$ cat config.mk
export PLATFORM = sky130hd
export DESIGN_NAME = fcu_core
export DESIGN_NICKNAME = d
export VERILOG_FILES = /design/src/rtl/fcu_pkg.sv /design/src/rtl/fcu_flag_lut.sv /design/src/rtl/fcu_core.sv
export SDC_FILE = /design/constraint.sdc
export NUM_CORES = 1
export LEC_CHECK = 0
export BUFFER_PORTS_ARGS = -buffer_cell sky130_fd_sc_hd__buf_2
export CAP_MARGIN = 20
export CORE_UTILIZATION = 30
export CTS_BUF_LIST = sky130_fd_sc_hd__clkbuf_4 sky130_fd_sc_hd__clkbuf_8
export DETAILED_ROUTE_END_ITERATION = 8
export GPL_TIMING_DRIVEN = 0
export PLACE_DENSITY_LB_ADDON = 0.1
export SYNTH_ARGS = -nofsm -noshare
export SYNTH_HDL_FRONTEND = slang
export SYNTH_SLANG_ARGS = --single-unit
$ cat constraint.sdc
create_clock -name sys_clk -period 4.45 [get_ports sys_clk]
set_clock_uncertainty 0.2 [all_clocks]
set_input_delay 0.89 -clock sys_clk [delete_from_list [all_inputs] [get_ports sys_clk]]
set_output_delay 0.89 -clock sys_clk [all_outputs]
set_load 0.005 [all_outputs]
$ cat src/rtl/fcu_pkg.sv
// package: register map, command layout and encodings of the flag chain condition unit
`default_nettype none
package fcu_pkg;

    // bus geometry
    localparam int unsigned ADDR_W = 8;                     // byte address width of the register window
    localparam int unsigned DATA_W = 32;                    // bus and operand width

    // register byte offsets
    localparam logic [7:0] DEST_OFF   = 8'h00;              // destination operand, takes the difference
    localparam logic [7:0] SRC_OFF    = 8'h04;              // source operand, or tested bit index
    localparam logic [7:0] CMD_OFF    = 8'h08;              // command; a write runs one instruction
    localparam logic [7:0] FLAGS_OFF  = 8'h0C;              // carry in bit 0, zero in bit 1
    localparam logic [7:0] STATUS_OFF = 8'h10;              // outcome of the last command

    // field positions inside the flags and status words
    localparam int unsigned FLAG_C_POS = 0;                 // carry flag bit
    localparam int unsigned FLAG_Z_POS = 1;                 // zero flag bit
    localparam int unsigned STAT_EX_POS = 0;                // last command executed
    localparam int unsigned STAT_DS_POS = 1;                // last command discarded

    // reset values
    localparam logic [31:0] DEST_RST = 32'h0000_0000;       // destination after reset
    localparam logic [31:0] SRC_RST  = 32'h0000_0000;       // source after reset
    localparam logic [31:0] CMD_RST  = 32'h0000_F000;       // no-op command, predicate field never passes
    localparam logic        FLAG_RST = 1'b0;                // carry and zero after reset

    // bus answers
    localparam logic [1:0] RESP_OKAY   = 2'h0;              // access done
    localparam logic [1:0] RESP_SLVERR = 2'h2;              // unmapped offset, or a write to the read-only status

    // four-bit truth tables indexed by {carry, zero}; used for predicates and modifiers
    localparam logic [3:0] PRED_ALWAYS              = 4'hF; // no predicate: always execute
    localparam logic [3:0] PRED_EQUAL               = 4'hA; // zero set
    localparam logic [3:0] PRED_WHEN_UNEQUAL        = 4'h5; // zero clear
    localparam logic [3:0] PRED_ABOVE               = 4'h1; // carry clear and zero clear
    localparam logic [3:0] PRED_WHEN_ABOVE_OR_EQUAL = 4'h3; // carry clear
    localparam logic [3:0] PRED_BELOW               = 4'hC; // carry set
    localparam logic [3:0] PRED_WHEN_BELOW_OR_EQUAL = 4'hE; // carry set or zero set
    localparam logic [3:0] MOD_FLAG_CLEAR_MODIFIER   = 4'h0; // constant zero
    localparam logic [3:0] MOD_GREATER_MODIFIER      = 4'h1; // not carry and not zero
    localparam logic [3:0] MOD_LESS_OR_EQUAL_MODIFIER = 4'hE; // carry or zero

    // instruction operations
    typedef enum logic [3:0] {
        OP_SUB             = 4'h0,                          // plain subtract
        OP_SUB_UNS_EXT     = 4'h1,                          // unsigned-extended subtract
        OP_SUB_SGN_EXT     = 4'h2,                          // signed-extended subtract
        OP_CMP             = 4'h3,                          // plain compare
        OP_CMP_UNS_EXT     = 4'h4,                          // unsigned-extended compare
        OP_CMP_SGN_EXT     = 4'h5,                          // signed-extended compare
        OP_TEST_BIT        = 4'h6,                          // test one bit of the destination
        OP_CARRY_MODIFY_OP = 4'h7,                          // modifier result into carry
        OP_ZERO_MODIFY_OP  = 4'h8,                          // modifier result into zero
        OP_FLAGS_MODIFY_OP = 4'h9                           // modifier result into both
    } fcu_op_e;

    // flag effects
    typedef enum logic [3:0] {
        FX_NONE             = 4'h0,                         // flags untouched
        FX_CARRY_WRITEBACK  = 4'h1,                         // write carry only
        FX_ZERO_WRITEBACK   = 4'h2,                         // write zero only
        FX_BOTH_WRITEBACK   = 4'h3,                         // write both flags
        FX_AND_INTO_CARRY   = 4'h4,                         // tested bit anded into carry
        FX_OR_INTO_CARRY    = 4'h5,                         // tested bit ored into carry
        FX_XOR_INTO_CARRY   = 4'h6,                         // tested bit xored into carry
        FX_AND_INTO_ZERO    = 4'h7,                         // tested bit anded into zero
        FX_OR_INTO_ZERO     = 4'h8,                         // tested bit ored into zero
        FX_XOR_INTO_ZERO    = 4'h9                          // tested bit xored into zero
    } fcu_fx_e;

    // command word layout
    typedef struct packed {
        logic [15:0] rsvd;                                  // reads back as written, unused
        logic [3:0]  modifier;                              // modifier truth table
        fcu_fx_e     effect;                                // flag effect
        logic [3:0]  predicate;                             // execution predicate truth table
        fcu_op_e     opcode;                                // operation
    } fcu_cmd_s;

    // the two flags travel together
    typedef struct packed {
        logic z;                                            // zero flag
        logic c;                                            // carry flag
    } fcu_flags_s;

endpackage
`default_nettype wire

$ cat src/rtl/fcu_flag_lut.sv
// evaluates a four-entry truth table of carry and zero
`timescale 1ns/1ps
`default_nettype none
module fcu_flag_lut (
    input  wire logic [3:0]         table_bits,
    input  wire fcu_pkg::fcu_flags_s flags,
    output logic                    hit
);
    import fcu_pkg::*;

    // entry {carry, zero} picks the answer
    assign hit = table_bits[{flags.c, flags.z}];
endmodule
`default_nettype wire

$ cat src/rtl/fcu_core.sv
// flag chain condition unit: extended subtract/compare flags, predicates, effects, flag modify
//
// Notes on behaviour
// - carry is borrow, last signed step gives sign
// - extended steps and their zero with incoming zero
// - compare sets flags like subtract, no writeback
// - compare chain: plain, unsigned-extended middles, extended top
// - extended steps use previous carry and zero
// - signed chain end: carry means less, zero equal
// - no predicate always runs, else flags decide
// - relational predicates map onto carry and zero
// - all single, and, or, equal, unequal flag tests
// - write suffix picks carry, zero, both or none
// - bit test may and, or, xor into flag
// - modify ops write modifier result per variant
// - comparison modifiers give the listed flag functions
// - logical modifiers cover every carry/zero combination
// - unsigned-extended chain end gives unsigned underflow
`timescale 1ns/1ps
`default_nettype none
module fcu_core (
    input  wire logic                       sys_clk,
    input  wire logic                       rst_n,
    input  wire logic [fcu_pkg::ADDR_W-1:0] s_axi_awaddr,
    input  wire logic                       s_axi_awvalid,
    output logic                            s_axi_awready,
    input  wire logic [fcu_pkg::DATA_W-1:0] s_axi_wdata,
    input  wire logic [3:0]                 s_axi_wstrb,
    input  wire logic                       s_axi_wvalid,
    output logic                            s_axi_wready,
    output logic [1:0]                      s_axi_bresp,
    output logic                            s_axi_bvalid,
    input  wire logic                       s_axi_bready,
    input  wire logic [fcu_pkg::ADDR_W-1:0] s_axi_araddr,
    input  wire logic                       s_axi_arvalid,
    output logic                            s_axi_arready,
    output logic [fcu_pkg::DATA_W-1:0]      s_axi_rdata,
    output logic [1:0]                      s_axi_rresp,
    output logic                            s_axi_rvalid,
    input  wire logic                       s_axi_rready
);
    import fcu_pkg::*;

    // architectural state
    logic [31:0] dest_reg;                                  // destination operand
    logic [31:0] src_reg;                                   // source operand
    fcu_cmd_s    cmd_reg;                                   // last command written
    fcu_flags_s  flags_reg;                                 // carry and zero
    logic [1:0]  status_reg;                                // executed / discarded of last command

    // write channel holding state
    logic        aw_hold_reg;                               // address taken, waiting for data
    logic [7:0]  awaddr_reg;                                // held write address
    logic        w_hold_reg;                                // data taken, waiting for address
    logic [31:0] wdata_reg;                                 // held write data
    logic [3:0]  wstrb_reg;                                 // held byte strobes
    logic        bvalid_reg;                                // write answer pending
    logic [1:0]  bresp_reg;                                 // write answer code
    logic        rvalid_reg;                                // read answer pending
    logic [31:0] rdata_reg;                                 // read data
    logic [1:0]  rresp_reg;                                 // read answer code

    // ---------------- bus slave decode ----------------
    wire aw_hs = s_axi_awvalid && s_axi_awready;            // address accepted this edge
    wire w_hs  = s_axi_wvalid && s_axi_wready;              // data accepted this edge
    wire aw_have = aw_hold_reg || aw_hs;                    // address available
    wire w_have  = w_hold_reg || w_hs;                      // data available
    wire wr_go = aw_have && w_have && !bvalid_reg;          // write completes at this edge
    wire [7:0]  wr_addr = aw_hold_reg ? awaddr_reg : s_axi_awaddr;
    wire [31:0] wr_data = w_hold_reg ? wdata_reg : s_axi_wdata;
    wire [3:0]  wr_strb = w_hold_reg ? wstrb_reg : s_axi_wstrb;
    wire [31:0] strb_mask = {{8{wr_strb[3]}}, {8{wr_strb[2]}}, {8{wr_strb[1]}}, {8{wr_strb[0]}}};
    wire wr_dest  = wr_go && (wr_addr == DEST_OFF);         // software write of destination
    wire wr_src   = wr_go && (wr_addr == SRC_OFF);          // software write of source
    wire wr_cmd   = wr_go && (wr_addr == CMD_OFF);          // command issue
    wire wr_flags = wr_go && (wr_addr == FLAGS_OFF);        // direct flag load
    wire wr_ok = wr_dest || wr_src || wr_cmd || wr_flags;   // mapped writable offset

    // handshake outputs
    assign s_axi_awready = !aw_hold_reg && !bvalid_reg;
    assign s_axi_wready  = !w_hold_reg && !bvalid_reg;
    assign s_axi_bvalid  = bvalid_reg;
    assign s_axi_bresp   = bresp_reg;
    assign s_axi_arready = !rvalid_reg;
    assign s_axi_rvalid  = rvalid_reg;
    assign s_axi_rdata   = rdata_reg;
    assign s_axi_rresp   = rresp_reg;

    // ---------------- instruction datapath ----------------
    wire fcu_cmd_s cmd_w = fcu_cmd_s'(wr_data);             // command as written
    wire exec_go = wr_cmd;                                  // one instruction per command write
    wire logic pass;                                        // predicate satisfied
    wire logic mod_val;                                     // modifier result

    // predicate: table 4'hF means no predicate, always runs
    fcu_flag_lut u_pred (
        .table_bits (cmd_w.predicate),
        .flags      (flags_reg),
        .hit        (pass)
    );

    // modifier: function of current carry and zero
    fcu_flag_lut u_mod (
        .table_bits (cmd_w.modifier),
        .flags      (flags_reg),
        .hit        (mod_val)
    );

    // operation class decode
    wire op_ext_u = (cmd_w.opcode == OP_SUB_UNS_EXT) || (cmd_w.opcode == OP_CMP_UNS_EXT);
    wire op_ext_s = (cmd_w.opcode == OP_SUB_SGN_EXT) || (cmd_w.opcode == OP_CMP_SGN_EXT);
    wire op_plain = (cmd_w.opcode == OP_SUB) || (cmd_w.opcode == OP_CMP);
    wire op_arith = op_plain || op_ext_u || op_ext_s;       // subtract or compare family
    wire op_sub   = (cmd_w.opcode == OP_SUB) || (cmd_w.opcode == OP_SUB_UNS_EXT)
                 || (cmd_w.opcode == OP_SUB_SGN_EXT);       // writes the difference
    wire op_test  = (cmd_w.opcode == OP_TEST_BIT);
    wire op_carry_modify_op  = (cmd_w.opcode == OP_CARRY_MODIFY_OP) || (cmd_w.opcode == OP_FLAGS_MODIFY_OP);
    wire op_zero_modify_op  = (cmd_w.opcode == OP_ZERO_MODIFY_OP) || (cmd_w.opcode == OP_FLAGS_MODIFY_OP);

    // extended steps borrow in the previous carry and chain the previous zero
    wire        cin = (op_ext_u || op_ext_s) && flags_reg.c;
    wire [32:0] diff_u = {1'b0, dest_reg} - {1'b0, src_reg} - {32'h0000_0000, cin};
    wire [32:0] diff_s = {dest_reg[31], dest_reg} - {src_reg[31], src_reg} - {32'h0000_0000, cin};
    wire        res_zero = (diff_u[31:0] == 32'h0000_0000);
    wire        ar_c = op_ext_s ? diff_s[32] : diff_u[32];
    wire        ar_z = (op_ext_u || op_ext_s) ? (res_zero && flags_reg.z) : res_zero;

    // tested bit, index from the source operand
    wire tbit = dest_reg[src_reg[4:0]];

    // plain suffix decode shared by the subtract, compare and bit test operations
    wire fx_wc = (cmd_w.effect == FX_CARRY_WRITEBACK) || (cmd_w.effect == FX_BOTH_WRITEBACK);
    wire fx_wz = (cmd_w.effect == FX_ZERO_WRITEBACK) || (cmd_w.effect == FX_BOTH_WRITEBACK);

    // carry and zero candidates and enables
    logic c_val;
    logic c_en;
    logic z_val;
    logic z_en;
    always_comb begin
        c_val = flags_reg.c;
        c_en  = 1'b0;
        z_val = flags_reg.z;
        z_en  = 1'b0;
        if (op_arith) begin
            // compare and subtract update flags the same way
            c_val = ar_c;
            c_en  = fx_wc;
            z_val = ar_z;
            z_en  = fx_wz;
        end else if (op_test) begin
            // overwrite one or both flags with the tested bit, or combine it into one flag
            c_en = fx_wc || (cmd_w.effect == FX_AND_INTO_CARRY) || (cmd_w.effect == FX_OR_INTO_CARRY)
                || (cmd_w.effect == FX_XOR_INTO_CARRY);
            z_en = fx_wz || (cmd_w.effect == FX_AND_INTO_ZERO) || (cmd_w.effect == FX_OR_INTO_ZERO)
                || (cmd_w.effect == FX_XOR_INTO_ZERO);
            case (cmd_w.effect)
                FX_AND_INTO_CARRY: c_val = flags_reg.c & tbit;
                FX_OR_INTO_CARRY:  c_val = flags_reg.c | tbit;
                FX_XOR_INTO_CARRY: c_val = flags_reg.c ^ tbit;
                default:           c_val = tbit;
            endcase
            case (cmd_w.effect)
                FX_AND_INTO_ZERO: z_val = flags_reg.z & tbit;
                FX_OR_INTO_ZERO:  z_val = flags_reg.z | tbit;
                FX_XOR_INTO_ZERO: z_val = flags_reg.z ^ tbit;
                default:          z_val = tbit;
            endcase
        end else begin
            // modify ops: variant picks the target flags
            c_val = mod_val;
            c_en  = op_carry_modify_op;
            z_val = mod_val;
            z_en  = op_zero_modify_op;
        end
    end

    // final enables: nothing moves unless the predicate passes
    wire c_we = exec_go && pass && c_en;
    wire z_we = exec_go && pass && z_en;
    wire d_we = exec_go && pass && op_sub;

    // read mux
    wire [31:0] flags_word = {30'h0000_0000, flags_reg.z, flags_reg.c};
    wire [31:0] status_word = {30'h0000_0000, status_reg};
    wire rd_hit = (s_axi_araddr == DEST_OFF) || (s_axi_araddr == SRC_OFF) || (s_axi_araddr == CMD_OFF)
               || (s_axi_araddr == FLAGS_OFF) || (s_axi_araddr == STATUS_OFF);
    wire [31:0] rd_word = (s_axi_araddr == DEST_OFF)  ? dest_reg :
                          (s_axi_araddr == SRC_OFF)   ? src_reg :
                          (s_axi_araddr == CMD_OFF)   ? 32'(cmd_reg) :
                          (s_axi_araddr == FLAGS_OFF) ? flags_word :
                          (s_axi_araddr == STATUS_OFF) ? status_word : 32'h0000_0000;

    // write channel bookkeeping
    always_ff @(posedge sys_clk or negedge rst_n) begin
        if (!rst_n) begin
            aw_hold_reg <= 1'b0;
            awaddr_reg  <= 8'h00;
            w_hold_reg  <= 1'b0;
            wdata_reg   <= 32'h0000_0000;
            wstrb_reg   <= 4'h0;
            bvalid_reg  <= 1'b0;
            bresp_reg   <= RESP_OKAY;
        end else begin
            // hold whichever half came first
            aw_hold_reg <= aw_have && !wr_go;
            w_hold_reg  <= w_have && !wr_go;
            if (aw_hs) begin
                awaddr_reg <= s_axi_awaddr;
            end
            if (w_hs) begin
                wdata_reg <= s_axi_wdata;
                wstrb_reg <= s_axi_wstrb;
            end
            // answer after both halves
            if (wr_go) begin
                bvalid_reg <= 1'b1;
                bresp_reg  <= wr_ok ? RESP_OKAY : RESP_SLVERR;
            end else if (s_axi_bready) begin
                bvalid_reg <= 1'b0;
            end
        end
    end

    // read channel: one cycle from address to data
    always_ff @(posedge sys_clk or negedge rst_n) begin
        if (!rst_n) begin
            rvalid_reg <= 1'b0;
            rdata_reg  <= 32'h0000_0000;
            rresp_reg  <= RESP_OKAY;
        end else if (s_axi_arvalid && !rvalid_reg) begin
            rvalid_reg <= 1'b1;
            rdata_reg  <= rd_word;
            rresp_reg  <= rd_hit ? RESP_OKAY : RESP_SLVERR;
        end else if (s_axi_rready) begin
            rvalid_reg <= 1'b0;
        end
    end

    // operand registers; the difference goes back to the destination
    always_ff @(posedge sys_clk or negedge rst_n) begin
        if (!rst_n) begin
            dest_reg <= DEST_RST;
            src_reg  <= SRC_RST;
            cmd_reg  <= fcu_cmd_s'(CMD_RST);
        end else begin
            if (d_we) begin
                dest_reg <= diff_u[31:0];
            end else if (wr_dest) begin
                dest_reg <= (dest_reg & ~strb_mask) | (wr_data & strb_mask);
            end
            if (wr_src) begin
                src_reg <= (src_reg & ~strb_mask) | (wr_data & strb_mask);
            end
            if (wr_cmd) begin
                cmd_reg <= cmd_w;
            end
        end
    end

    // flags and outcome
    always_ff @(posedge sys_clk or negedge rst_n) begin
        if (!rst_n) begin
            flags_reg  <= '{z: FLAG_RST, c: FLAG_RST};
            status_reg <= 2'h0;
        end else begin
            if (wr_flags && wr_strb[0]) begin
                flags_reg.c <= wr_data[FLAG_C_POS];
                flags_reg.z <= wr_data[FLAG_Z_POS];
            end
            if (c_we) begin
                flags_reg.c <= c_val;
            end
            if (z_we) begin
                flags_reg.z <= z_val;
            end
            if (exec_go) begin
                status_reg[STAT_EX_POS] <= pass;
                status_reg[STAT_DS_POS] <= !pass;
            end
        end
    end

    // reference values computed independently of the datapath
    wire ref_ult = (dest_reg < src_reg) || ((dest_reg == src_reg) && flags_reg.c);
    wire ref_slt = ($signed(dest_reg) < $signed(src_reg)) || ((dest_reg == src_reg) && flags_reg.c);
    wire ref_z   = flags_reg.z && ((dest_reg - src_reg - {31'h0000_0000, flags_reg.c}) == 32'h0000_0000);
    wire cmd_any = exec_go && pass && (cmd_w.effect == FX_BOTH_WRITEBACK);
endmodule
`default_nettype wire

==> Word level (Yosys, flattened, before mapping) <==
Index checks and enable logic that the tools add are counted.
{ "classes": {"add_sub_neg": 4, "n_reduce_logical": 62, "magnitude_cmp": 2, "bitwise": 12, "eq_ne": 25, "mux": 37} }
{ "ops": {"columns": ["op", "n"], "rows": [
  ["32-bit 2-to-1 mux", 6],
  ["32-bit bitwise AND", 3],
  ["32-bit by 32-bit subtractor with 33-bit output", 2],
  ["33-bit by 1-bit subtractor with 33-bit output", 2],
  ["32-bit bitwise OR", 2],
  ["4-bit by 3-bit == test with 1-bit output (second input constant)", 8],
  ["8-bit by 4-bit == test with 1-bit output (second input constant)", 4],
  ["32-bit logical NOT", 1],
  ["32-bit inverter", 1],
  ["1-bit logical OR", 27],
  ["1-bit logical AND", 20],
  ["1-bit 2-to-1 mux", 19],
  ["4-bit by 2-bit == test with 1-bit output (second input constant)", 4],
  ["4-bit == test (second input constant)", 4],
  ["8-bit by 3-bit == test with 1-bit output (second input constant)", 2],
  ["8-bit logical NOT", 2],
  ["2-bit 2-to-1 mux", 5],
  ["2-bit nonzero test", 5],
  ["4-bit by 1-bit == test with 1-bit output (second input constant)", 2],
  ["8-bit by 5-bit == test with 1-bit output (second input constant)", 1],
  ["8-bit 2-to-1 mux", 1],
  ["1-bit logical NOT", 6],
  ["5-bit by 6-bit < comparator with 1-bit output (second input constant)", 1],
  ["1-bit one-hot mux with 3 select lines", 2],
  ["8 further kinds", 12]
]} }
{ "totals": {"input_bits": 59, "elab_cells": 162, "ff_bits": 184, "output_inout_bits": 41} }

==> Logic depth before layout (Yosys ltp) <==
Gate-level depths: netlist of run 1.
{ "logic_depth": {"ltp_word": 11, "depth_mapped": 20, "mapped_depth_nobuf": 18} }

==> Cells and area by module <==
From an unflattened synthesis of run 1, not the netlist that was laid out.
{ "unflattened": {"cells_unflattened": 1301, "hier_area_um2": 11916.4} }
{ "modules_own_cells": {"columns": ["module", "cells_each", "n_inst", "area_per_inst_um2", "seq_area_each_um2"], "rows": [
  ["fcu_core", 1299, 1, 11871.4, 4559.4],
  ["fcu_flag_lut", 1, 2, 22.5, 0.0]
]} }

==> Worst setup path before layout of run 1 <==
Ideal clock, no wire load.
{ "synth_path": {"kind": "input port to flip-flop", "start": "input s_axi_wdata[0] in the netlist's numbering", "end": "register flags_reg[1] in the netlist's numbering", "path_buffers": 0, "path_stages": 18, "setup_ps": 76, "slack_ps": -636, "t_arrival_ps": 4810, "required_ps": 4174, "path_cell_list": "mux2i_1 nand2_1 xnor2_1 nand3_1 fa_1 inv_1 ha_1 nor2_1 fa_1 a21boi_0 a2bb2oi_1 and4_1 o21ai_0 xnor2_1 or4_1 nor4_1 nand4_1 o21ai_1"} }
{ "synth_via": {"elab_chain_cells": 11, "elab_cells_between_ends": 29, "cone_classes": "add/sub: 1; eq/ne: 8; mux: 7; reduce/logical: 13"} }
{ "synth_rtl": {"columns": ["item", "line", "text"], "rows": [
  ["start: declaration", "fcu_core.sv:27", "input wire logic [fcu_pkg::DATA_W-1:0] s_axi_wdata,"],
  ["32-bit 2-to-1 mux *", "fcu_core.sv:70", "wire [31:0] wr_data = w_hold_reg ? wdata_reg : s_axi_wdata;"],
  ["4-bit by 1-bit == test with 1-bit output (tied with other cells)", "fcu_core.sv:110", "wire op_ext_u = (cmd_w.opcode == OP_SUB_UNS_EXT) || (cmd_w.opcode == OP_CMP_UNS_EXT);"],
  ["1-bit logical OR, on equally long branches", "fcu_core.sv:110, fcu_core.sv:111", null],
  ["1-bit logical OR", "fcu_core.sv:121, fcu_core.sv:126", null],
  ["1-bit logical AND", "fcu_core.sv:121", "wire cin = (op_ext_u || op_ext_s) && flags_reg.c;"],
  ["33-bit by 1-bit subtractor with 33-bit output", "fcu_core.sv:122", "wire [32:0] diff_u = {1'b0, dest_reg} - {1'b0, src_reg} - {32'h0000_0000, cin};"],
  ["32-bit logical NOT", "fcu_core.sv:124", "wire res_zero = (diff_u[31:0] == 32'h0000_0000);"],
  ["1-bit logical AND", "fcu_core.sv:126", "wire ar_z = (op_ext_u || op_ext_s) ? (res_zero && flags_reg.z) : res_zero;"],
  ["1-bit 2-to-1 mux", "fcu_core.sv:126", null],
  ["1-bit 2-to-1 mux", "fcu_core.sv:145", "if (op_arith) begin"],
  ["1-bit 2-to-1 mux", "fcu_core.sv:274", "if (z_we) begin"],
  ["end signal: assignment", "fcu_core.sv:264", "flags_reg <= '{z: FLAG_RST, c: FLAG_RST};"],
  ["end: declaration", "fcu_core.sv:48", "fcu_flags_s flags_reg;"]
]} }
Mark *: on every way between the ends. The rest lies on a longest branch, timed or not.
A chain may end at the register's enable or synchronous reset.

==> Final worst setup path of run 1 <==
{ "layout_path": {"start": "register w_hold_reg", "end": "register flags_reg[1] in the netlist's numbering"} }
{ "layout_via": {"elab_chain_cells": 11, "elab_cells_between_ends": 55, "cone_classes": "add/sub: 1; eq/ne: 13; mux: 14; reduce/logical: 27"} }
{ "layout_rtl": {"columns": ["item", "line", "text"], "rows": [
  ["start: declaration", "fcu_core.sv:54", "logic w_hold_reg;"],
  ["start signal: assignment", "fcu_core.sv:207", "w_hold_reg <= w_have && !wr_go;"],
  ["32-bit 2-to-1 mux", "fcu_core.sv:70", null],
  ["4-bit by 1-bit == test with 1-bit output (tied with other cells)", "fcu_core.sv:110", null],
  ["1-bit logical OR, on equally long branches", "fcu_core.sv:110, fcu_core.sv:111", null],
  ["1-bit logical OR", "fcu_core.sv:121, fcu_core.sv:126", null],
  ["1-bit logical AND", "fcu_core.sv:121", null],
  ["33-bit by 1-bit subtractor with 33-bit output", "fcu_core.sv:122", null],
  ["32-bit logical NOT", "fcu_core.sv:124", null],
  ["1-bit logical AND", "fcu_core.sv:126", null],
  ["1-bit 2-to-1 mux", "fcu_core.sv:126", null],
  ["1-bit 2-to-1 mux", "fcu_core.sv:145", null],
  ["1-bit 2-to-1 mux", "fcu_core.sv:274", null]
]} }
Parallel ways exist; a longest one is shown, timed or not. The select of a mux whose other input is x is not followed.

==> flow_metrics.py, run 1 <==
metrics = {
    "placed_design": {
        "pre_cts_ws_ns": -1.459,
        "port-buffer-count": 96,
        "gp_congestion": 0.8743,
        "place_hpwl_microns": 30640,
    },
    "synthesis": {
        "synth_seq_cells": 182,
        "ys_warn_count": 0,
        "synthDistinctLibCells": 73,
        "synth_edf_count": 0,
        "syn_avg_cell_area_sq_um": 9.171,
        "synthFlopType": "dfrtp_1",
        "yosysSeqAreaShare": 0.3927,
        "synth_area_sq_mm": 0.01161,
        "synthCells": 1266,
        "synthArstFlopShare": 1.000,
    },
    "timing": {
        "rsz0062_at_grt": "true",
        "fmax_ghz": 0.2109,
        "setup_viol_count_final": 3,
        "worst_slew_pin_slew_ns": 1.045,
        "holdWs_ns": 0.1323,
        "maxSlewHeadroom": 0.2834,
        "worst_slack_ns": -0.2913,
        "min_period_over_period": 1.065,
        "fin_crit_ns": 4.741,
        "hold_viol": 0,
        "drv_slew": 0,
    },
    "critical_path": {
        "r2r_cells": 21,
        "required_ns": 4.69,
        "r2r-end": "flags_reg[1]$_DFFE_PN0P_",
        "start_kind": "flop",
        "endpoint": "flags_reg[1]$_DFFE_PN0P_",
        "crit_type": "reg2reg",
        "crit_path_end_kind": "flop",
        "startpoint": "w_hold_reg$_DFF_PN0_",
        "rrSetupSlack_ns": -0.29,
        "cp_max_fo": 8,
        "crit_arrival_ns": 4.98,
        "reg2reg_from": "w_hold_reg$_DFF_PN0_",
    },
    "layout": {
        "layout-drive-gt1-share": 0.1996,
        "syn_to_final_growth_pct": 18.58,
        "nets": 1538,
        "diodes": 0,
        "final_common_cell": "dfrtp_1",
        "final_cell_mix": "dfrtp_1, nand2_1, inv_1, buf_2, o21ai_0",
    },
    "floorplan": {
        "rows": 71,
        "die_y_microns": 198.7,
        "pin_count": 100,
        "start_util": 0.3068,
        "dieArea_sq_mm": 0.03949,
        "fp.dieW_microns": 198.7,
        "core_sq_mm": 0.03784,
    },
    "route": {
        "drc": 0,
        "first_pass_iters": 5,
        "routed_wl_microns": 39660,
        "drt_iter0_markers": 648,
        "vias": 9932,
        "post_drt_wl_per_cell_microns": 20.51,
        "ant_nets": 0,
        "via_per_inst": 5.135,
    },
    "clocking": {
        "clock-sinks": 182,
        "clockRootBuffer": "clkbuf_8",
        "cts_tree": "yes",
        "htree_num_levels": 4,
        "cts_made_buffers": 17,
        "cts-hold-fix-buffers": 0,
        "clock_latency_ns": 0.52,
        "path_clk_slew_ns": 0.12,
        "clock_path_buffers": 2,
    },
    "hold_path": {
        "hold_path_class": "in2async",
    },
    "grt": {
        "grt_pass1_wl_microns": 60890,
        "grt_max_degree": 106,
        "grt_pass1_vias": 9696,
        "overflow": 0,
        "grt_use_total": 0.2091,
        "antenna_found_initial": 0,
    },
    "pwr": {
        "p_leak_uw": 0.006318,
        "peakVddDrop_mv": 0.3537,
        "power_density_mw_per_mm2": 644.6,
    },
    "job": {
        "max_cap_violations": 0,
    },
    "run_status": {
        "outcome": "finished, violations left",
        "violations": "negative setup slack",
    },
}
## where the power goes
part	switching [uW]	leakage, uW	total [uW]	internal, uW
registers	295	0.00239	2300	2010
clock network	759	0.000208	1240	479
logic	3010	0.00373	5330	2320
total	4070	0.00632	8870	4810
## layout make-up
cell class / instances / area (sq um)
fill: 3990 / 24080
multi-input combinational: 909 / 6689
sequential: 182 / 4559
timing repair buffer: 126 / 764.5
tap: 511 / 639.4
inverter: 109 / 409.1
buffer: 65 / 290.3
clock buffer: 17 / 234.0
clock inverter: 15 / 181.4
## through the flow
stage | area, sq um | TNS, ns | power, uW | instances | util
finish | 13770 | -0.7740 | 8874 | 1934 | 0.3638
detailed placement | 12830 | -13.64 | 6723 | 1876 | 0.3391
CTS | 13610 | -0.7879 | 8623 | 1925 | 0.3597
global route | 13770 | -1.387 | 9489 | 1934 | 0.3638
global placement | 12790 | -229.23 | 6702 | 1874 | 0.3379
floorplan | 11670 | -0.1847 | 5304 | 1267 | -
## routing by layer
| layer | part of all wire | up-vias | GRT usage |
|---|---|---|---|
| met1 | 0.50 | 4890 | 0.3076 |
| met3 | 0.046 | 32 | 0.03459 |
| met2 | 0.43 | 215 | 0.3147 |
| met5 | 0 | - | 0 |
| met4 | 0.019 | 0 | 0.05385 |
| li1 | - | 4795 | - |
## critical path, stage by stage (launching register included)
cell	delay, ns
dfrtp_1	0.39
buf_12	0.15
mux2i_4	0.29
nand2_2	0.10
xnor2_2	0.16
nand3_1	0.11
fa_2	0.59
inv_2	0.05
ha_4	0.17
nor2_4	0.08
fa_2	0.23
a21boi_4	0.07
a2bb2oi_4	0.17
a221o_2	0.48
buf_12	0.16
o211a_4	0.24
buf_12	0.12
o21ai_4	0.19
xor2_2	0.21
o311a_1	0.21
nand4_1	0.13
o21ai_1	0.15
## kinds of logic after synthesis
kind of cell,count (synthesis),share of synthesized area
DFF,182,0.3927
xor gates and xnor gates,24,0.01811
muxes,145,0.1433
buffers and inverters,176,0.05820
other,1,0.0003230
AOI/OAI and AO/OA,321,0.1763
and+or+nand+nor,348,0.1354
adders and majority gates,69,0.07565
## worst min path at each step
stage	start	endpoint	slack, ns	depth (start not counted)
final	rst_n	awaddr_reg[4]$_DFFE_PN0P_	0.13	1
after global routing	rst_n	awaddr_reg[4]$_DFFE_PN0P_	0.16	1
after CTS	rst_n	awaddr_reg[3]$_DFFE_PN0P_	0.16	1
after detailed placement	s_axi_rdata[18]$_DFFE_PN0P_	s_axi_rdata[18]$_DFFE_PN0P_	0.26	2
after global placement	s_axi_rdata[23]$_DFFE_PN0P_	s_axi_rdata[23]$_DFFE_PN0P_	0.26	2
after floorplan	cmd_reg[0]$_DFFE_PN0P_	cmd_reg[0]$_DFFE_PN0P_	0.25	2
## cells in the mapped netlist (13+ instances only)
library cell,n,area share
a21oi_1,71,0.031
clkbuf_1,53,0.017
dfrtp_1,178,0.38
ha_1,67,0.072
inv_1,109,0.035
mux2_2,60,0.058
mux2i_1,74,0.064
nand2_1,162,0.052
nand3_1,29,0.013
nor2_1,87,0.028
o211ai_1,13,0.0084
o21ai_0,105,0.045
o31ai_1,36,0.023
## what timing repair did
action	4_1_cts	5_1_grt
endpoints found under the setup margin	24	11
cloned	0	0
pin swaps	21	21
gates resized for setup	48	16
buffers inserted	18	10
(Power assumes the default switching activity.)
==> run 2, diff against run 1 <==
BUFFER_PORTS_ARGS = -buffer_cell sky130_fd_sc_hd__clkbuf_2   (was -buffer_cell sky130_fd_sc_hd__buf_2)
==> run 2 against run 1 <==
The run still ends with negative setup slack left; sequential power about the same; die area unchanged; register-to-register slack better by 0.04 ns; final area down 0.45%; via count down 0.94%; non-clock buffer count down 1; clock-buffer cell count unchanged; combinational power down 2%; cell count unchanged; clock power about the same; first-iteration DRC count up 22%; worst setup slack better by 0.036 ns; largest power group unchanged; highest routed layer unchanged.
==> flow_metrics.py, run 2 (synthesis results as in run 1) <==
metrics = {
    "route": {
        "vias": 9839,
        "drc": 0,
        "first_pass_iters": 7,
        "routed_wl_microns": 39560,
        "drt_iter0_markers": 793,
        "post_drt_wl_per_cell_microns": 20.45,
        "ant_nets": 0,
        "via_per_inst": 5.087,
    },
    "timing": {
        "drv_slew": 0,
        "setup_viol_count_final": 3,
        "worst_slack_ns": -0.2549,
        "fin_crit_ns": 4.705,
        "rsz0062_at_grt": "true",
        "worst_slew_pin_slew_ns": 1.102,
        "hold_viol": 0,
        "fmax_ghz": 0.2125,
        "min_period_over_period": 1.057,
        "maxSlewHeadroom": 0.2441,
    },
    "placed_design": {
        "pre_cts_ws_ns": -1.436,
        "place_hpwl_microns": 30520,
        "port-buffer-count": 96,
        "dpl-instance-area_sq_mm": 0.01283,
        "gp_congestion": 0.8745,
    },
    "critical_path": {
        "cp_num_cells": 19,
        "crit_arrival_ns": 4.95,
        "critPathBufInv": 2,
        "r2r_cells": 19,
        "r2r-end": "flags_reg[1]$_DFFE_PN0P_",
        "critical-path-slowest-cell": "fa_2",
        "cpPeakStageDelay_ns": 0.56,
        "reg2reg_from": "w_hold_reg$_DFF_PN0_",
        "rrSetupSlack_ns": -0.25,
        "crit_type": "reg2reg",
        "cp_max_fo": 7,
        "crit_path_frequent_cell": "fa_2",
        "crit_chain": "buf_12 -> mux2i_4 -> nand2_2 -> xnor2_2 -> nand3_2 -> fa_2 -> buf_4 -> ha_4 -> nor2_4 -> fa_2 -> a21boi_4 -> a2bb2oi_4 -> a221o_2 -> xnor2_4 -> o311ai_2 -> or4_4 -> nor4_4 -> nand4_1 -> o21ai_1",
        "startpoint": "w_hold_reg$_DFF_PN0_",
        "endpoint": "flags_reg[1]$_DFFE_PN0P_",
        "start_kind": "flop",
        "required_ns": 4.70,
        "crit_path_end_kind": "flop",
        "path_delay_family": "simple AND/OR/NAND/NOR gates",
    },
    "clocking": {
        "cts-hold-fix-buffers": 0,
        "clock_path_buffers": 2,
        "htree_num_levels": 4,
        "clock-sinks": 182,
        "cts_tree": "yes",
        "cts_made_buffers": 17,
        "clock_latency_ns": 0.53,
        "path_clk_slew_ns": 0.12,
        "clockRootBuffer": "clkbuf_8",
    },
    "pwr": {
        "peakVddDrop_mv": 0.2426,
        "p_leak_uw": 0.006296,
        "power_density_mw_per_mm2": 636.2,
        "power.total_uw": 8719,
    },
    "layout": {
        "multi_input_area_sq_mm": 0.006656,
        "fin_area_sq_mm": 0.01371,
        "layout-drive-gt1-share": 0.2011,
        "final_common_cell": "dfrtp_1",
        "nets": 1537,
        "final_cell_mix": "dfrtp_1, nand2_1, inv_1, clkbuf_2, o21ai_0",
        "seq_area_sq_mm": 0.004559,
        "final_util": 0.3622,
        "syn_to_final_growth_pct": 18.05,
        "nFillCells": 3904,
    },
    "floorplan": {
        "pin_count": 100,
        "die_y_microns": 198.7,
        "rows": 71,
        "start_util": 0.3068,
        "core_sq_mm": 0.03784,
        "fp.dieW_microns": 198.7,
        "dieArea_sq_mm": 0.03949,
    },
    "run_status": {
        "violations": "negative setup slack",
        "outcome": "finished, violations left",
    },
    "hold_path": {
        "hold_path_class": "in2async",
    },
    "job": {
        "max_cap_violations": 0,
    },
    "grt": {
        "antenna_found_initial": 0,
        "overflow": 0,
        "grt_pass1_wl_microns": 60710,
        "grt_use_total": 0.2092,
        "grt_pass1_vias": 9659,
        "grt_max_degree": 102,
    },
}
[run 2: changes by cell type in the layout (fill, tap and decap cells not counted), sizes merged]
| cell | delta |
|---|---|
| buf | -97 |
| clkinv | -2 |
| inv | +4 |
| bufinv | -1 |
| clkbuf | +96 |
| diode | +1 |
| clkinvlp | -1 |
[run 2: how the worst min path moves through the flow]
stage                           startpoint                           to  slack, ns  depth (start not counted)
6_report                             rst_n    wdata_reg[15]$_DFFE_PN0P_       0.22                          1
5_1_grt                              rst_n    awaddr_reg[5]$_DFFE_PN0P_       0.25                          1
4_1_cts                              rst_n    wdata_reg[15]$_DFFE_PN0P_       0.24                          1
3_5_place_dp   s_axi_rdata[16]$_DFFE_PN0P_  s_axi_rdata[16]$_DFFE_PN0P_       0.27                          2
3_3_place_gp        cmd_reg[0]$_DFFE_PN0P_       cmd_reg[0]$_DFFE_PN0P_       0.26                          2
2_1_floorplan       cmd_reg[0]$_DFFE_PN0P_       cmd_reg[0]$_DFFE_PN0P_       0.25                          2
[run 2: timing repair]
item / in CTS / in global routing
buffers inserted: 24 / 9
pin swaps: 20 / 17
resized for setup: 39 / 25
setup endpoints to repair: 24 / 13
gates cloned: 0 / 0
[run 2: area by class of cell]
cell class,instances,area share
multi-input cells,909,0.4857
flip-flops and latches,182,0.3327
repair buffers,125,0.05423
well taps,511,0.04665
inverters,109,0.02985
plain buffers,65,0.02118
clock buffers,17,0.01707
clock inverters,15,0.01251
diodes,1,0.0001826
[run 2: layer usage]
layer  up-vias  GRT usage  routed length (microns)
met1      4780     0.3087                    19900
met5         -          0                        0
met2       239     0.3143                    17180
li1       4788          -                        -
met4         0    0.05299                      687
met3        32    0.03425                     1788
[run 2: per-stage QoR]
stage          std cells  TNS (ns)  hold slack [ns]
5_1_grt             1933    -1.190           0.2471
4_1_cts             1931    -1.015           0.2405
6_report            1934   -0.5224           0.2222
3_3_place_gp        1874   -322.71           0.2605
2_1_floorplan       1267   -0.1847           0.2492
3_5_place_dp        1876    -12.69           0.2673
[run 2: report_power, final]
group | switching (uW) | internal (uW)
sequential | 296 | 2010
clock | 779 | 434
combinational | 2990 | 2210
==> run 3, diff against run 2 <==
--- a/config.mk
+++ b/config.mk
@@ -6,4 +6,5 @@
 export NUM_CORES = 1
 export LEC_CHECK = 0
+export ABC_AREA = 0
 export BUFFER_PORTS_ARGS = -buffer_cell sky130_fd_sc_hd__clkbuf_2
 export CAP_MARGIN = 20
==> constraint.sdc (replaced) <==
create_clock -name sys_clk -period 4.45 [get_ports sys_clk]
set_clock_uncertainty 0.2 [all_clocks]
set_input_delay 0.6675 -clock sys_clk [delete_from_list [all_inputs] [get_ports sys_clk]]
set_output_delay 0.6675 -clock sys_clk [all_outputs]
set_load 0.005 [all_outputs]
==> run 3 against run 2 <==
The run still ends with negative setup slack left; sequential power is essentially flat; combinational power down 4.4%; routed wire length is 2.8% lower; register-to-register slack got worse by 0.08 ns; first-iteration DRC count shrank 31%; sequential share of layout area hardly changed; cell count increased by 0.21%; non-clock buffer count is 5 higher; via count decreased by 1.8%; critical endpoint unchanged; largest power group unchanged.
==> flow_metrics.py, run 3 (synthesis results as in run 1) <==
metrics = {
    "hold_path": {
        "hold_path_class": "in2reg",
        "holdPathEnd": "s_axi_bvalid$_DFFE_PN0P_",
        "min_from": "s_axi_bready",
        "hold_depth": 2,
    },
    "placed_design": {
        "port-buffer-count": 96,
        "dpl-instance-area_sq_mm": 0.01287,
        "place_hpwl_microns": 30550,
        "gp_congestion": 0.8229,
    },
    "floorplan": {
        "core_sq_mm": 0.03784,
        "start_util": 0.3068,
        "pin_count": 100,
        "dieArea_sq_mm": 0.03949,
        "fp.dieW_microns": 198.7,
        "rows": 71,
        "die_y_microns": 198.7,
    },
    "critical_path": {
        "critPathBufInv": 2,
        "crit_chain": "buf_8 -> mux2i_4 -> nand2_2 -> xnor2_2 -> nand3_2 -> fa_2 -> inv_2 -> ha_4 -> nor2_4 -> fa_2 -> a21boi_4 -> a2bb2oi_4 -> a221o_2 -> xnor2_2 -> o311ai_4 -> or4_4 -> nor4_4 -> nand4_1 -> o21ai_1",
        "reg2reg_from": "w_hold_reg$_DFF_PN0_",
        "required_ns": 4.68,
        "rrSetupSlack_ns": -0.34,
        "crit_path_end_kind": "flop",
        "r2r_cells": 19,
        "r2r-end": "flags_reg[1]$_DFFE_PN0P_",
        "crit_arrival_ns": 5.02,
        "start_kind": "flop",
        "path_delay_family": "simple AND/OR/NAND/NOR gates",
        "critical-path-slowest-cell": "fa_2",
        "cp_max_fo": 8,
        "cpPeakStageDelay_ns": 0.60,
        "crit_type": "reg2reg",
    },
    "layout": {
        "fin_area_sq_mm": 0.01371,
        "final_common_cell": "dfrtp_1",
        "nets": 1542,
        "layout-drive-gt1-share": 0.1976,
        "final_cell_mix": "dfrtp_1, nand2_1, inv_1, o21ai_0, clkbuf_2",
        "diodes": 0,
        "syn_to_final_growth_pct": 18.07,
    },
    "timing": {
        "setup_viol_count_final": 16,
        "fin_crit_ns": 4.788,
        "hold_viol": 0,
        "drv_slew": 0,
        "rsz0062_at_grt": "true",
        "worst_slew_pin_slew_ns": 1.125,
        "fmax_ghz": 0.2089,
        "tns_ns": -1.410,
        "holdWs_ns": 0.1514,
        "maxSlewHeadroom": 0.2489,
        "min_period_over_period": 1.076,
        "worst_slack_ns": -0.3378,
    },
    "route": {
        "ant_nets": 0,
        "post_drt_wl_per_cell_microns": 19.85,
        "drc": 0,
        "vias": 9666,
        "drt_iter0_markers": 549,
        "routed_wl_microns": 38460,
        "via_per_inst": 4.988,
        "first_pass_iters": 5,
    },
    "pwr": {
        "power_density_mw_per_mm2": 617.1,
        "p_leak_uw": 0.006294,
        "peakVddDrop_mv": 0.2581,
        "power.total_uw": 8459,
    },
    "job": {
        "max_cap_violations": 0,
    },
    "clocking": {
        "clock_latency_ns": 0.49,
        "cts_tree": "yes",
        "cts_made_buffers": 17,
        "htree_num_levels": 4,
        "clock_path_buffers": 2,
        "clockRootBuffer": "clkbuf_8",
        "clock-sinks": 182,
        "path_clk_slew_ns": 0.11,
    },
    "grt": {
        "overflow": 0,
        "grt_max_degree": 78,
        "grt_pass1_vias": 9616,
        "grt_use_total": 0.2016,
        "grt_pass1_wl_microns": 58820,
        "antenna_found_initial": 1,
    },
    "run_status": {
        "violations": "negative setup slack",
        "outcome": "finished, violations left",
    },
}
-- run 3: how the worst max path moves through the flow --
stage	cells after the start	slack [ns]	start	to
after floorplan	20	0.02	w_hold_reg$_DFF_PN0_	flags_reg[1]$_DFFE_PN0P_
after global placement	1	-1.54	rst_n	wdata_reg[29]$_DFFE_PN0P_
after detailed placement	18	-1.25	s_axi_wdata[1]	flags_reg[1]$_DFFE_PN0P_
after CTS	20	-0.35	w_hold_reg$_DFF_PN0_	flags_reg[1]$_DFFE_PN0P_
after global routing	19	-0.48	w_hold_reg$_DFF_PN0_	flags_reg[1]$_DFFE_PN0P_
final	19	-0.34	w_hold_reg$_DFF_PN0_	flags_reg[1]$_DFFE_PN0P_
-- run 3: per-layer routing --
layer / GRT usage / routed length, microns / vias up / part of all wire
li1: - / - / 4801 / -
met3: 0.03527 / 1531 / 25 / 0.040
met2: 0.3016 / 16280 / 191 / 0.42
met4: 0.04359 / 457 / 0 / 0.012
met5: 0 / 0 / - / 0
met1: 0.2998 / 20200 / 4649 / 0.53
-- run 3: cell type report --
cell class	instances	area (sq um)
sequential	182	4559
clock buffer	19	255.2
fill	3993	24140
timing repair buffer	130	807.0
buffer	65	286.5
clock inverter	13	137.6
tap	511	639.4
inverter	109	409.1
multi-input combinational	909	6614
-- run 3: repair_timing --
| action | CTS | global route |
|---|---|---|
| hold buffers | 1 | 0 |
| setup buffers | 24 | 6 |
| pin swaps | 19 | 17 |
| setup endpoints to repair | 18 | 30 |
| gates resized for setup | 38 | 7 |
| endpoints found under the hold margin | 31 | 0 |
-- run 3: worst reg2reg max path, stage by stage (launching register included) --
cell,delay [ns]
dfrtp_1,0.37
buf_8,0.16
mux2i_4,0.29
nand2_2,0.11
xnor2_2,0.18
nand3_2,0.11
fa_2,0.60
inv_2,0.05
ha_4,0.17
nor2_4,0.08
fa_2,0.24
a21boi_4,0.08
a2bb2oi_4,0.16
a221o_2,0.45
xnor2_2,0.24
o311ai_4,0.15
or4_4,0.47
nor4_4,0.34
nand4_1,0.13
o21ai_1,0.15
-- run 3: per-stage QoR --
| stage | setup WS [ns] | util | instances |
|---|---|---|---|
| final | -0.3378 | 0.3622 | 1938 |
| after global routing | -0.4839 | 0.3622 | 1938 |
| after CTS | -0.3483 | 0.3608 | 1934 |
| after detailed placement | -1.254 | 0.3400 | 1877 |
| after global placement | -1.539 | 0.3380 | 1874 |
| after floorplan | 0.02237 | - | 1267 |
-- run 3: power breakdown --
group,switching (uW),internal [uW]
clock,700,481
sequential,302,2010
combinational,2870,2100
total,3870,4590
